--- config.mk ---
export PLATFORM = sky130hd
export DESIGN_NAME = acs_sequencer
export DESIGN_NICKNAME = d
export VERILOG_FILES = /design/src/acs_pkg.sv /design/src/acs_fifo_if.sv /design/src/acs_sequencer.sv /design/src/acs_result_fifo.sv
export VERILOG_INCLUDE_DIRS = /design/src
export SDC_FILE = /design/constraint.sdc
export NUM_CORES = 1
export LEC_CHECK = 0
export BUFFER_PORTS_ARGS = -buffer_cell sky130_fd_sc_hd__buf_4
export CELL_PAD_IN_SITES_DETAIL_PLACEMENT = 1
export CELL_PAD_IN_SITES_GLOBAL_PLACEMENT = 1
export CORE_MARGIN = 1
export CORE_UTILIZATION = 48
export DETAILED_ROUTE_END_ITERATION = 6
export PLACE_DENSITY_LB_ADDON = 0.2
export SLEW_MARGIN = 10
export SYNTH_ARGS = -nofsm -noshare
export SYNTH_HDL_FRONTEND = slang
export SYNTH_HIERARCHICAL = 1
export SYNTH_SLANG_ARGS = --single-unit
--- constraint.sdc ---
create_clock -name clk -period 3.7 [get_ports clk]
set_clock_uncertainty 0.15 [all_clocks]
set_input_delay 0.925 -clock clk [delete_from_list [all_inputs] [get_ports clk]]
set_output_delay 0.925 -clock clk [all_outputs]
set_load 0.01 [all_outputs]
--- src/acs_map.svh ---
/*
 Constants of the conversion mode sequencer: mode codes, field widths, reset values and serial clock counts.
 Assumes inclusion by bare name from the package and design files.
*/
`ifndef ACS_MAP_SVH
`define ACS_MAP_SVH
`define ACS_MODE_SINGLE      2'h0
`define ACS_MODE_REPEAT      2'h1
`define ACS_MODE_SWEEP       2'h2
`define ACS_MODE_RSWEEP      2'h3
`define ACS_CMD_CHANSEL      3'h0
`define ACS_CMD_CONV         3'h1
`define ACS_CMD_FIFORD       3'h2
`define ACS_CMD_CFGRD        3'h3
`define ACS_CMD_CFGWR        3'h4
`define ACS_CMD_PWRDN        3'h5
`define ACS_FIFO_DEPTH       8
`define ACS_RESULT_W         12
`define ACS_CHAN_W           3
`define ACS_CFG_W            16
`define ACS_CFG_RESET        16'h0000
`define ACS_CMD_SCLKS        4
`define ACS_SAMPLE_SCLKS     12
`define ACS_CONV_TIME_NS     3600
`define ACS_CLK_PERIOD_NS    20
`define ACS_CONV_CYCLES      ((`ACS_CONV_TIME_NS + `ACS_CLK_PERIOD_NS - 1) / `ACS_CLK_PERIOD_NS)
`endif

--- src/acs_pkg.sv ---
/*
 Types of the conversion mode sequencer.
 Assumes acs_map.svh is on the include path.
*/
`include "acs_map.svh"
package acs_pkg;
   typedef logic [1:0]                  acs_mode_t;
   typedef logic [2:0]                  acs_cmd_t;
   typedef logic [`ACS_RESULT_W-1:0]    acs_result_t;
   typedef logic [`ACS_CHAN_W-1:0]      acs_chan_t;
   typedef enum logic [1:0] {ACS_IDLE, ACS_COMMAND, ACS_SAMPLE, ACS_CONVERT} acs_phase_e;
endpackage : acs_pkg

--- src/acs_fifo_if.sv ---
/*
 Interface between the sequencer and its result FIFO.
 Assumes both ends run on the same clock.
*/
`timescale 1ns/1ps
interface acs_fifo_if;
   import acs_pkg::*;
   logic        wr_en;
   acs_result_t wr_data;
   logic        rd_en;
   acs_result_t rd_data;
   logic        clear;
   logic [3:0]  count;
   modport seq  (output wr_en, output wr_data, output rd_en, output clear, input rd_data, input count);
   modport fifo (input wr_en, input wr_data, input rd_en, input clear, output rd_data, output count);
endinterface : acs_fifo_if

--- src/acs_sequencer.sv ---
/*
 Conversion mode sequencer: single shot, repeat, sweep and repeat sweep, with result FIFO and threshold.
 Assumes decoded serial commands arrive as one-cycle pulses on clk; sclk, frame_start_n and
 conversion_start_pin come from outside and are synchronised here. The analog core answers
 each conversion with adc_result after a fixed conversion time.
*/
// Overview of operation
// - Single-pass sweep halts channel sequence once FIFO count reaches threshold.
// - After sweep threshold, only FIFO reads, config accesses and power down are accepted.
// - Repeat sweep conversion after threshold clears FIFO and restarts at first channel.
// - Repeat mode stores results in FIFO; single shot bypasses it.
// - Repeat mode restarts conversions on the previously selected channel.
// - Each FIFO-mode conversion starts by chip select frame, start pin pulse or conversion command.
// - Sweep converts channels in programmed order, results stored in that order.
// - Short sampling lasts 12 serial clocks after a 4 clock command phase.
`timescale 1ns/1ps
`include "acs_map.svh"
module acs_sequencer
   import acs_pkg::*;
(
   input  wire logic                  clk,
   input  wire logic                  reset_n,
   input  wire logic                  sclk,
   input  wire logic                  frame_start_n,
   input  wire logic                  conversion_start_pin,
   input  wire logic                  cmd_valid,
   input  wire acs_cmd_t              cmd_code,
   input  wire acs_chan_t             cmd_chan,
   input  wire logic [`ACS_CFG_W-1:0] cmd_cfg,
   input  wire acs_mode_t             cfg_mode,
   input  wire logic [3:0]            cfg_threshold,
   input  wire logic [11:0]           channel_sequence,
   input  wire acs_result_t           adc_result,
   output logic                       cmd_ignored,
   output logic [`ACS_CFG_W-1:0]      config_register,
   output acs_result_t                data_out,
   output logic                       data_valid,
   output acs_chan_t                  mux_chan,
   output logic                       sampling,
   output logic                       converting,
   output logic                       seq_done,
   output logic                       powered_down,
   output logic [3:0]                 fifo_count
);
   acs_fifo_if fif ();

   acs_result_fifo u_fifo (
      .clk     (clk),
      .reset_n (reset_n),
      .f       (fif.fifo)
   );

   // Two-flop synchronisers for the pins from outside.
   logic [1:0] sclk_sync_reg, fs_sync_reg, cst_sync_reg;
   logic       sclk_d_reg, fs_d_reg, cst_d_reg;

   always_ff @(posedge clk or negedge reset_n) begin
      if (!reset_n) begin
         sclk_sync_reg <= 2'h0;
         fs_sync_reg   <= 2'h3;
         cst_sync_reg  <= 2'h3;
         sclk_d_reg    <= 1'b0;
         fs_d_reg      <= 1'b1;
         cst_d_reg     <= 1'b1;
      end else begin
         sclk_sync_reg <= {sclk_sync_reg[0], sclk};
         fs_sync_reg   <= {fs_sync_reg[0], frame_start_n};
         cst_sync_reg  <= {cst_sync_reg[0], conversion_start_pin};
         sclk_d_reg    <= sclk_sync_reg[1];
         fs_d_reg      <= fs_sync_reg[1];
         cst_d_reg     <= cst_sync_reg[1];
      end
   end

   logic sclk_rise, frame_go, pin_go;
   assign sclk_rise = sclk_sync_reg[1] & ~sclk_d_reg;
   assign frame_go  = fs_d_reg & ~fs_sync_reg[1];
   assign pin_go    = cst_d_reg & ~cst_sync_reg[1];

   // Channel of step idx of the programmed sweep order.
   function automatic acs_chan_t seq_chan(input logic [11:0] s, input logic [1:0] idx);
      seq_chan = s[idx*3 +: 3];
   endfunction : seq_chan

   acs_phase_e  ph_reg, ph_next;
   logic [4:0]  sc_reg, sc_next;
   logic [7:0]  cc_reg, cc_next;
   logic [1:0]  step_reg, step_next;
   acs_chan_t   chan_reg, chan_next;
   logic        chsel_reg, chsel_next;
   logic        done_reg, done_next;
   logic        pd_reg, pd_next;
   logic        ign_reg, ign_next;
   logic        dv_reg, dv_next;
   acs_result_t dout_reg, dout_next;
   logic [`ACS_CFG_W-1:0] cfg_reg, cfg_next;
   logic        fifo_mode, thr_hit, start_conv, conv_cmd;

   assign fifo_mode = (cfg_mode != `ACS_MODE_SINGLE);
   assign thr_hit   = fifo_mode && (fif.count >= cfg_threshold) && (cfg_threshold != 4'h0);
   assign conv_cmd  = cmd_valid && (cmd_code == `ACS_CMD_CONV);
   assign start_conv = (frame_go || pin_go || conv_cmd) && (ph_reg == ACS_IDLE);

   // Command handling, phase sequencing and result routing.
   always_comb begin
      ph_next    = ph_reg;
      sc_next    = sc_reg;
      cc_next    = cc_reg;
      step_next  = step_reg;
      chan_next  = chan_reg;
      chsel_next = chsel_reg;
      done_next  = done_reg;
      pd_next    = pd_reg;
      ign_next   = 1'b0;
      dv_next    = 1'b0;
      dout_next  = dout_reg;
      cfg_next   = cfg_reg;
      fif.wr_en   = 1'b0;
      fif.wr_data = adc_result;
      fif.rd_en   = 1'b0;
      fif.clear   = 1'b0;
      if (cmd_valid) begin
         case (cmd_code)
            `ACS_CMD_CFGWR: begin
               cfg_next   = cmd_cfg;
               fif.clear  = 1'b1;
               step_next  = 2'h0;
               chsel_next = 1'b0;
               done_next  = 1'b0;
               pd_next    = 1'b0;
            end
            `ACS_CMD_FIFORD: begin
               if (fif.count != 4'h0) begin
                  fif.rd_en = 1'b1;
                  dout_next = fif.rd_data;
                  dv_next   = 1'b1;
                  // Reading the last word of a finished sweep rearms it without a new configuration.
                  if (fif.count == 4'h1 && cfg_mode == `ACS_MODE_SWEEP) begin
                     done_next = 1'b0;
                  end
               end
            end
            `ACS_CMD_CHANSEL: begin
               if (done_reg && cfg_mode == `ACS_MODE_SWEEP) begin
                  ign_next = 1'b1;
               end else begin
                  chan_next  = cmd_chan;
                  chsel_next = 1'b1;
               end
            end
            `ACS_CMD_PWRDN: begin
               pd_next = 1'b1;
            end
            default: begin
            end
         endcase
      end
      if (start_conv) begin
         if (done_reg && cfg_mode == `ACS_MODE_SWEEP) begin
            ign_next = 1'b1;
         end else if (!cfg_mode[1] && !chsel_reg) begin
            ign_next = 1'b1;
         end else begin
            if (done_reg && cfg_mode == `ACS_MODE_RSWEEP) begin
               fif.clear = 1'b1;
               step_next = 2'h0;
               done_next = 1'b0;
            end else if (done_reg && cfg_mode == `ACS_MODE_REPEAT) begin
               fif.clear = 1'b1;
               done_next = 1'b0;
            end
            if (cfg_mode[1]) begin
               chan_next = seq_chan(channel_sequence,
                  (done_reg && cfg_mode == `ACS_MODE_RSWEEP) ? 2'h0 : step_reg);
            end
            pd_next = 1'b0;
            ph_next = ACS_COMMAND;
            sc_next = 5'h0;
         end
      end
      case (ph_reg)
         ACS_COMMAND: begin
            if (sclk_rise) begin
               sc_next = sc_reg + 5'h1;
               if (sc_reg == 5'(`ACS_CMD_SCLKS - 1)) begin
                  ph_next = ACS_SAMPLE;
                  sc_next = 5'h0;
               end
            end
         end
         ACS_SAMPLE: begin
            if (sclk_rise) begin
               sc_next = sc_reg + 5'h1;
               if (sc_reg == 5'(`ACS_SAMPLE_SCLKS - 1)) begin
                  ph_next = ACS_CONVERT;
                  cc_next = 8'h0;
               end
            end
         end
         ACS_CONVERT: begin
            cc_next = cc_reg + 8'h1;
            if (cc_reg == 8'(`ACS_CONV_CYCLES - 1)) begin
               ph_next = ACS_IDLE;
               if (fifo_mode) begin
                  // A full FIFO drops the new result rather than overwrite unread words.
                  fif.wr_en = ~thr_hit && (fif.count != 4'(`ACS_FIFO_DEPTH));
                  step_next = step_reg + 2'h1;
                  // A threshold of zero never ends a sequence.
                  if ((cfg_threshold != 4'h0) && (fif.count + 4'h1 >= cfg_threshold)) begin
                     done_next = 1'b1;
                     step_next = 2'h0;
                  end
               end else begin
                  dout_next = adc_result;
                  dv_next   = 1'b1;
               end
            end
         end
         default: begin
         end
      endcase
   end

   // Registers only.
   always_ff @(posedge clk or negedge reset_n) begin
      if (!reset_n) begin
         ph_reg    <= ACS_IDLE;
         sc_reg    <= 5'h00;
         cc_reg    <= 8'h00;
         step_reg  <= 2'h0;
         chan_reg  <= 3'h0;
         chsel_reg <= 1'b0;
         done_reg  <= 1'b0;
         pd_reg    <= 1'b0;
         ign_reg   <= 1'b0;
         dv_reg    <= 1'b0;
         dout_reg  <= 12'h000;
         cfg_reg   <= `ACS_CFG_RESET;
      end else begin
         ph_reg    <= ph_next;
         sc_reg    <= sc_next;
         cc_reg    <= cc_next;
         step_reg  <= step_next;
         chan_reg  <= chan_next;
         chsel_reg <= chsel_next;
         done_reg  <= done_next;
         pd_reg    <= pd_next;
         ign_reg   <= ign_next;
         dv_reg    <= dv_next;
         dout_reg  <= dout_next;
         cfg_reg   <= cfg_next;
      end
   end

   // Outputs from registers.
   assign cmd_ignored     = ign_reg;
   assign config_register = cfg_reg;
   assign data_out        = dout_reg;
   assign data_valid      = dv_reg;
   assign mux_chan        = chan_reg;
   assign sampling        = (ph_reg == ACS_SAMPLE);
   assign converting      = (ph_reg == ACS_CONVERT);
   assign seq_done        = done_reg;
   assign powered_down    = pd_reg;
   assign fifo_count      = fif.count;
endmodule : acs_sequencer

--- src/acs_result_fifo.sv ---
/*
 Result FIFO of fixed depth, held in flip-flops.
 Assumes the sequencer never writes when full nor reads when empty.
*/
`timescale 1ns/1ps
`include "acs_map.svh"
module acs_result_fifo
   import acs_pkg::*;
(
   input  wire logic clk,
   input  wire logic reset_n,
   acs_fifo_if.fifo  f
);
   acs_result_t mem_reg [`ACS_FIFO_DEPTH];
   acs_result_t mem_next [`ACS_FIFO_DEPTH];
   logic [2:0]  wp_reg, wp_next, rp_reg, rp_next;
   logic [3:0]  cnt_reg, cnt_next;

   // Pointer and storage update; clear empties the FIFO and wins over reads and writes.
   always_comb begin
      mem_next = mem_reg;
      wp_next  = wp_reg;
      rp_next  = rp_reg;
      cnt_next = cnt_reg;
      if (f.clear) begin
         wp_next  = 3'h0;
         rp_next  = 3'h0;
         cnt_next = 4'h0;
      end else begin
         if (f.wr_en) begin
            mem_next[wp_reg] = f.wr_data;
            wp_next          = wp_reg + 3'h1;
         end
         if (f.rd_en) begin
            rp_next = rp_reg + 3'h1;
         end
         cnt_next = cnt_reg + {3'h0, f.wr_en} - {3'h0, f.rd_en};
      end
   end

   // Registers only.
   always_ff @(posedge clk or negedge reset_n) begin
      if (!reset_n) begin
         for (int i = 0; i < `ACS_FIFO_DEPTH; i++) begin
            mem_reg[i] <= 12'h000;
         end
         wp_reg  <= 3'h0;
         rp_reg  <= 3'h0;
         cnt_reg <= 4'h0;
      end else begin
         mem_reg <= mem_next;
         wp_reg  <= wp_next;
         rp_reg  <= rp_next;
         cnt_reg <= cnt_next;
      end
   end

   assign f.rd_data = mem_reg[rp_reg];
   assign f.count   = cnt_reg;
endmodule : acs_result_fifo

== Yosys cells after proc, flatten, opt, wreduce, memory -nomap -nowiden ==
Index checks and enable logic that the tools add are counted.

* Multiply operators: 1
* Reduce and logical (&&, ||, !) cells: 29
* Shifts and indexed selects: 1
* Equality and inequality tests: 18
* Bitwise gates (word level): 10
* Order comparisons: 5
* Mux-type cells: 96
* Add/subtract/negate cells: 8

{| class="wikitable"
|+ Operator list
! operator !! number
|-
| two-way mux 12 bit || 9
|-
| bitwise mux 96 bit || 1
|-
| two-way mux 1 bit || 39
|-
| two-way mux 2 bit || 19
|-
| binary-select mux 12 bit (select 3 bit) || 1
|-
| demux 12 bit (select 3 bit) || 1
|-
| two-way mux 3 bit || 11
|-
| two-way mux 5 bit || 6
|-
| two-way mux 8 bit || 2
|-
| case mux 8 bit (2 select lines) || 1
|-
| logical AND 1 bit || 12
|-
| variable part select 12 x 5 -> 3 bit || 1
|-
| case mux 5 bit (2 select lines) || 1
|-
| nonzero test 2 bit || 5
|-
| adder 8 x 1 -> 8 bit (second input constant) || 1
|-
| == test 2 bit (second input constant) || 4
|-
| == test 8 bit (second input constant) || 1
|-
| greater-or-equal comparator 4 bit || 2
|-
| greater-or-equal comparator 4 bit (second input constant) || 2
|-
| NOT 3 -> 4 bit || 2
|-
| nonzero test 4 bit || 2
|-
| adder 3 x 1 -> 3 bit (second input constant) || 2
|-
| == test 3 bit (second input constant) || 2
|-
| case mux 1 bit (2 select lines) || 3
|-
| 26 further kinds || 38
|}

* Flip-flop bits (word level): 168
* Logic and storage cells: 197
* Bits of input ports: 58
* Output and inout bits: 41

== Longest topological paths before layout ==
* Depth after elaboration: 15
* Depth in mapped cells: 12
* Mapped depth without buffers: 11

== Modules after synthesis ==
The synthesis kept the hierarchy.

{| class="wikitable"
|+ By module, submodules not included
! module !! area each (µm²) !! seq. area each (µm²) !! instances !! cells each
|-
| acs_result_fifo || 4,927.2 || 2,652.5 || 1 || 303
|-
| acs_sequencer || 3,345.7 || 1,559.0 || 1 || 315
|}

== Least setup slack after synthesis ==
OpenSTA, ideal clock, no wires.

* Path kind: input -> register
* Start point: input cfg_threshold[0]
* End point: register u_fifo/mem_reg[13] (netlist bit)
* Arrival time: 3.167 ns
* Buffers on the path: 1
* Stages: 9
* Setup time: 0.125 ns
* Path slack: 0.258 ns
* Data required time: 3.425 ns
* Cell sequence: ha_1 nand2b_1 a21o_1 a211o_1 a21oi_1 nand2_2 nor4b_4 buf_6 mux2_2

* Longest elaborated chain between the ends: 9
* Elaborated cells on any way between the ends: 10
* Those cells by class: order compare: 1; mux: 3; bitwise: 1; reduce/logical: 5

{| class="wikitable"
|+ Ends and longest elaborated chain
! element !! RTL line !! RTL
|-
| start, declared || acs_sequencer.sv:31 || <nowiki>input wire logic [3:0] cfg_threshold,</nowiki>
|-
| greater-or-equal comparator 4 bit || acs_sequencer.sv:100 || <nowiki>assign thr_hit = fifo_mode && (fif.count >= cfg_threshold) && (cfg_threshold != 4'h0);</nowiki>
|-
| logical AND 1 bit || acs_sequencer.sv:100 ||
|-
| logical AND 1 bit * || acs_sequencer.sv:100 ||
|-
| NOT 1 bit * || acs_sequencer.sv:206 || <nowiki>fif.wr_en = ~thr_hit && (fif.count != 4'(`ACS_FIFO_DEPTH));</nowiki>
|-
| logical AND 1 bit * || acs_sequencer.sv:206 ||
|-
| two-way mux 1 bit * || acs_sequencer.sv:204 || <nowiki>if (fifo_mode) begin</nowiki>
|-
| two-way mux 1 bit * || acs_sequencer.sv:202 || <nowiki>if (cc_reg == 8'(`ACS_CONV_CYCLES - 1)) begin</nowiki>
|-
| two-way mux 1 bit * || acs_sequencer.sv:181 || <nowiki>case (ph_reg)</nowiki>
|-
| net fif.wr_en || acs_fifo_if.sv:8 || <nowiki>logic wr_en;</nowiki>
|-
| AND reduction 2 bit (no line) * || -- ||
|-
| end signal, assigned || acs_result_fifo.sv:51 || <nowiki>mem_reg <= mem_next;</nowiki>
|-
| end, declared || acs_result_fifo.sv:14 || <nowiki>acs_result_t mem_reg [`ACS_FIFO_DEPTH];</nowiki>
|}

The timed path passes the listed nets; every way through them passes the cells marked *.
A chain may end at the register's enable or synchronous reset.

== Final worst setup path ==
* Start point: input cfg_threshold[0]
* End point: register u_fifo/mem_reg[23] (netlist bit)

Same word-level chain as after synthesis.

==> impl_metrics.json <==
{
  "status": "completed",
  "syn_to_final_growth_pct": 19.96,
  "cts.clk_slew.worst_paths_ps": 60,
  "clock.fmax_ghz": 0.3132,
  "multi_input_area_mm2": 0.003812,
  "syn_area_per_cell_um2": 13.39,
  "cts_buffers": 17,
  "die-area_mm2": 0.01776,
  "fillers": 1665,
  "netlist_instances": 618,
  "ioPinCount": 99,
  "largest_register_ffs": 96,
  "grt_max_degree": 81,
  "crit_required_ps": 3860,
  "cts_setup_buffers": 0,
  "coreArea_mm2": 0.01670,
  "drt-total-wl_um": 20430,
  "synthArstFlopShare_pct": 100.0,
  "maxSlewHeadroom_pct": 48.53,
  "fin_crit_sh_pct": 86.28,
  "pwr-share-comb_pct": 21.8,
  "worstMarginPinSlew_ps": 772.1,
  "path_cells": "buf_4, ha_1, nand2b_1, a21o_1, a211o_1, a21oi_1, nand2_2, buf_4, nor4b_4, buf_4, mux2_2",
  "seqPwrFrac_pct": 43.7,
  "ir_drop_mv": 0.3453,
  "htree_levels": 4,
  "dominantRegCellSynth": "dfrtp_1",
  "first_global_vias": 6280,
  "drc": 0,
  "netlist_area_mm2": 0.008273,
  "max-cap-violations": 0,
  "drtIter0Drc": 241,
  "reg2reg_from": "cc_reg[0]",
  "die_w_um": 133.3,
  "ys_warn_count": 6,
  "gp_congestion": 0.8568,
  "cts-resized-gates": 0,
  "report.final.slew_viol_count": 0,
  "vias": 5503,
  "antenna_found_initial": 0,
  "cpPeakStageDelay_ps": 370,
  "yosysTopAreaCell": "dfrtp_1",
  "final_util_pct": 59.42,
  "hold_violations": 0,
  "p_sw_share_pct": 29.68,
  "hold_buffers": 0,
  "hold_depth": 0,
  "report.final.setup_viol": 0,
  "synth_most_common_cell": "dfrtp_1",
  "post-route-min-period_ps": 3192,
  "root_buffer": "clkbuf_16",
  "ys_seq_area_share_pct": 50.91,
  "cts_tree": "built",
  "routedWlPerCell_um": 21.06,
  "grt_usage_pct": 25.24,
  "via_per_inst": 5.673,
  "firstDrtPassIters": 4,
  "start_util_pct": 49.54,
  "insertion_delay_ps": 430,
  "grt_pass1_wl_um": 34400,
  "synth_top_cell_area_share_pct": 49.00,
  "synth-seq-cells": 168,
  "rr_endpoint": "u_fifo/mem_reg[23]",
  "regArea_mm2": 0.004212,
  "crit_fanout": 12,
  "grt-ovfl-total": 0,
  "synth.top_cells.by_count": "dfrtp_1 (162), mux2_2 (94), nor2_1 (33), mux2_1 (30)",
  "p_int_mw": 3.451,
  "io_buffers": 98,
  "startpoint": "cfg_threshold[0]",
  "crit_type": "input pin to flip-flop",
  "r2r_cells": 10,
  "pwr-share-clk_pct": 34.5,
  "slowest_stage": "mux2_2",
  "die_h_um": 133.3,
  "synth.area.top_cells": "dfrtp_1 (49%), mux2_2 (13%), mux2_1 (4.1%), mux4_2 (4.1%), ha_1 (3.6%)",
  "drive_gt1_share_pct": 37.87,
  "fin_tns_setup_ps": 0,
  "cts.sinks": 168,
  "finalNetCount": 820,
  "total_leakage_power_nw": 4.918,
  "hp-class": "flip-flop to flip-flop",
  "synth-edff-count": 0,
  "drtAntennaViolNets": 0,
  "synth_cell_types": 67,
  "start_kind": "input pin",
  "worstHoldStart": "sclk_sync_reg[0]",
  "power_density_mw_per_mm2": 494.6,
  "critPathArrivalTime_ps": 3350,
  "placementRows": 47,
  "worstSetupEndpointType": "flip-flop",
  "r2r_slack_ps": 510,
  "synthesis.nets": 701,
  "cts.path.max_buffers": 2,
  "hold_end": "sclk_sync_reg[1]",
  "rsz0062_at_grt": "no",
  "cp_common_cell": "buf_4",
  "antennaDiodeCount": 0,
  "p_sw_mw": 1.457,
  "hpwl_um": 14050
}
[worst max path at each step]
stage | to | cells past startpoint
after global placement | u_fifo/mem_reg[17] | 11
after detailed placement | u_fifo/mem_reg[22] | 11
after CTS | u_fifo/mem_reg[23] | 10
after global routing | u_fifo/mem_reg[23] | 10
after floorplan | u_fifo/mem_reg[13] | 9
final | u_fifo/mem_reg[23] | 11
[stage by stage]
stage               instance area [um^2]  std cells  setup WS [ps]  hold WS (ps)  total power, mW
detailed placement                  9364        938          56.62         194.2            3.253
global placement                    9364        938          167.2         190.3            3.185
global route                        9925        970          262.2         215.1            5.151
finish                              9925        970          507.6         203.4            4.909
floorplan                           8273        618          257.7         181.2            2.782
CTS                                 9925        970          488.5         209.1            4.960
[power groups by stage]
stage               clock network, mW  logic (mW)  registers (mW)
CTS                              1.73        1.08            2.15
global route                     1.79        1.19            2.17
finish                           1.69        1.07            2.14
global placement                    0        1.02            2.16
detailed placement                  0        1.07            2.18
floorplan                           0       0.657            2.13
[logic make-up after synthesis]
| kind of cell | count (synthesis) | share of synthesized area [%] |
|---|---|---|
| AO/OA/AOI/OAI | 77 | 6.534 |
| XOR/XNOR | 8 | 0.8470 |
| adder cells (fa/ha/maj) | 25 | 3.872 |
| buffers and inverters | 50 | 3.010 |
| flip-flops | 168 | 50.91 |
| multiplexers | 172 | 26.69 |
| AND/OR/NAND/NOR | 118 | 8.137 |
[layout make-up]
cell class                      instances  share of cell area (%)
Timing Repair Buffer                  126                   9.821
Clock inverter                          9                  0.9329
Tap cell                              220                   2.774
Sequential cell                       168                   42.44
Inverter                               24                  0.9077
Clock buffer                           23                   4.715
Multi-Input combinational cell        400                   38.41
[worst max-delay path: cells and delay by family]
kind                     cells  cell delay [ps]
AO/OA/AOI/OAI                3              660
buffers and inverters        3              580
adder cells (fa/ha/maj)      1              310
AND/OR/NAND/NOR              3              490
multiplexers                 1              370
[layer usage]
metal / part of all wire, % / routed length, um / global-route usage, %
met1: 41 / 8479 / 31.81
met5: 0 / 0 / 0
met3: 4.7 / 958 / 4.833
met2: 52 / 10720 / 44.27
met4: 1.3 / 273 / 7.071
[placed cells by master (no fill, tap or decap), drive strengths merged, types with 22 or more instances in the layout]
master	Yosys	final
mux2i	24	24
dfrtp	162	162
inv	24	27
ha	24	24
nand2	22	22
clkbuf	8	23
mux4	24	24
mux2	124	124
nor2	33	33
buf	18	126
Note: power is estimated with default switching activity, not from simulation.
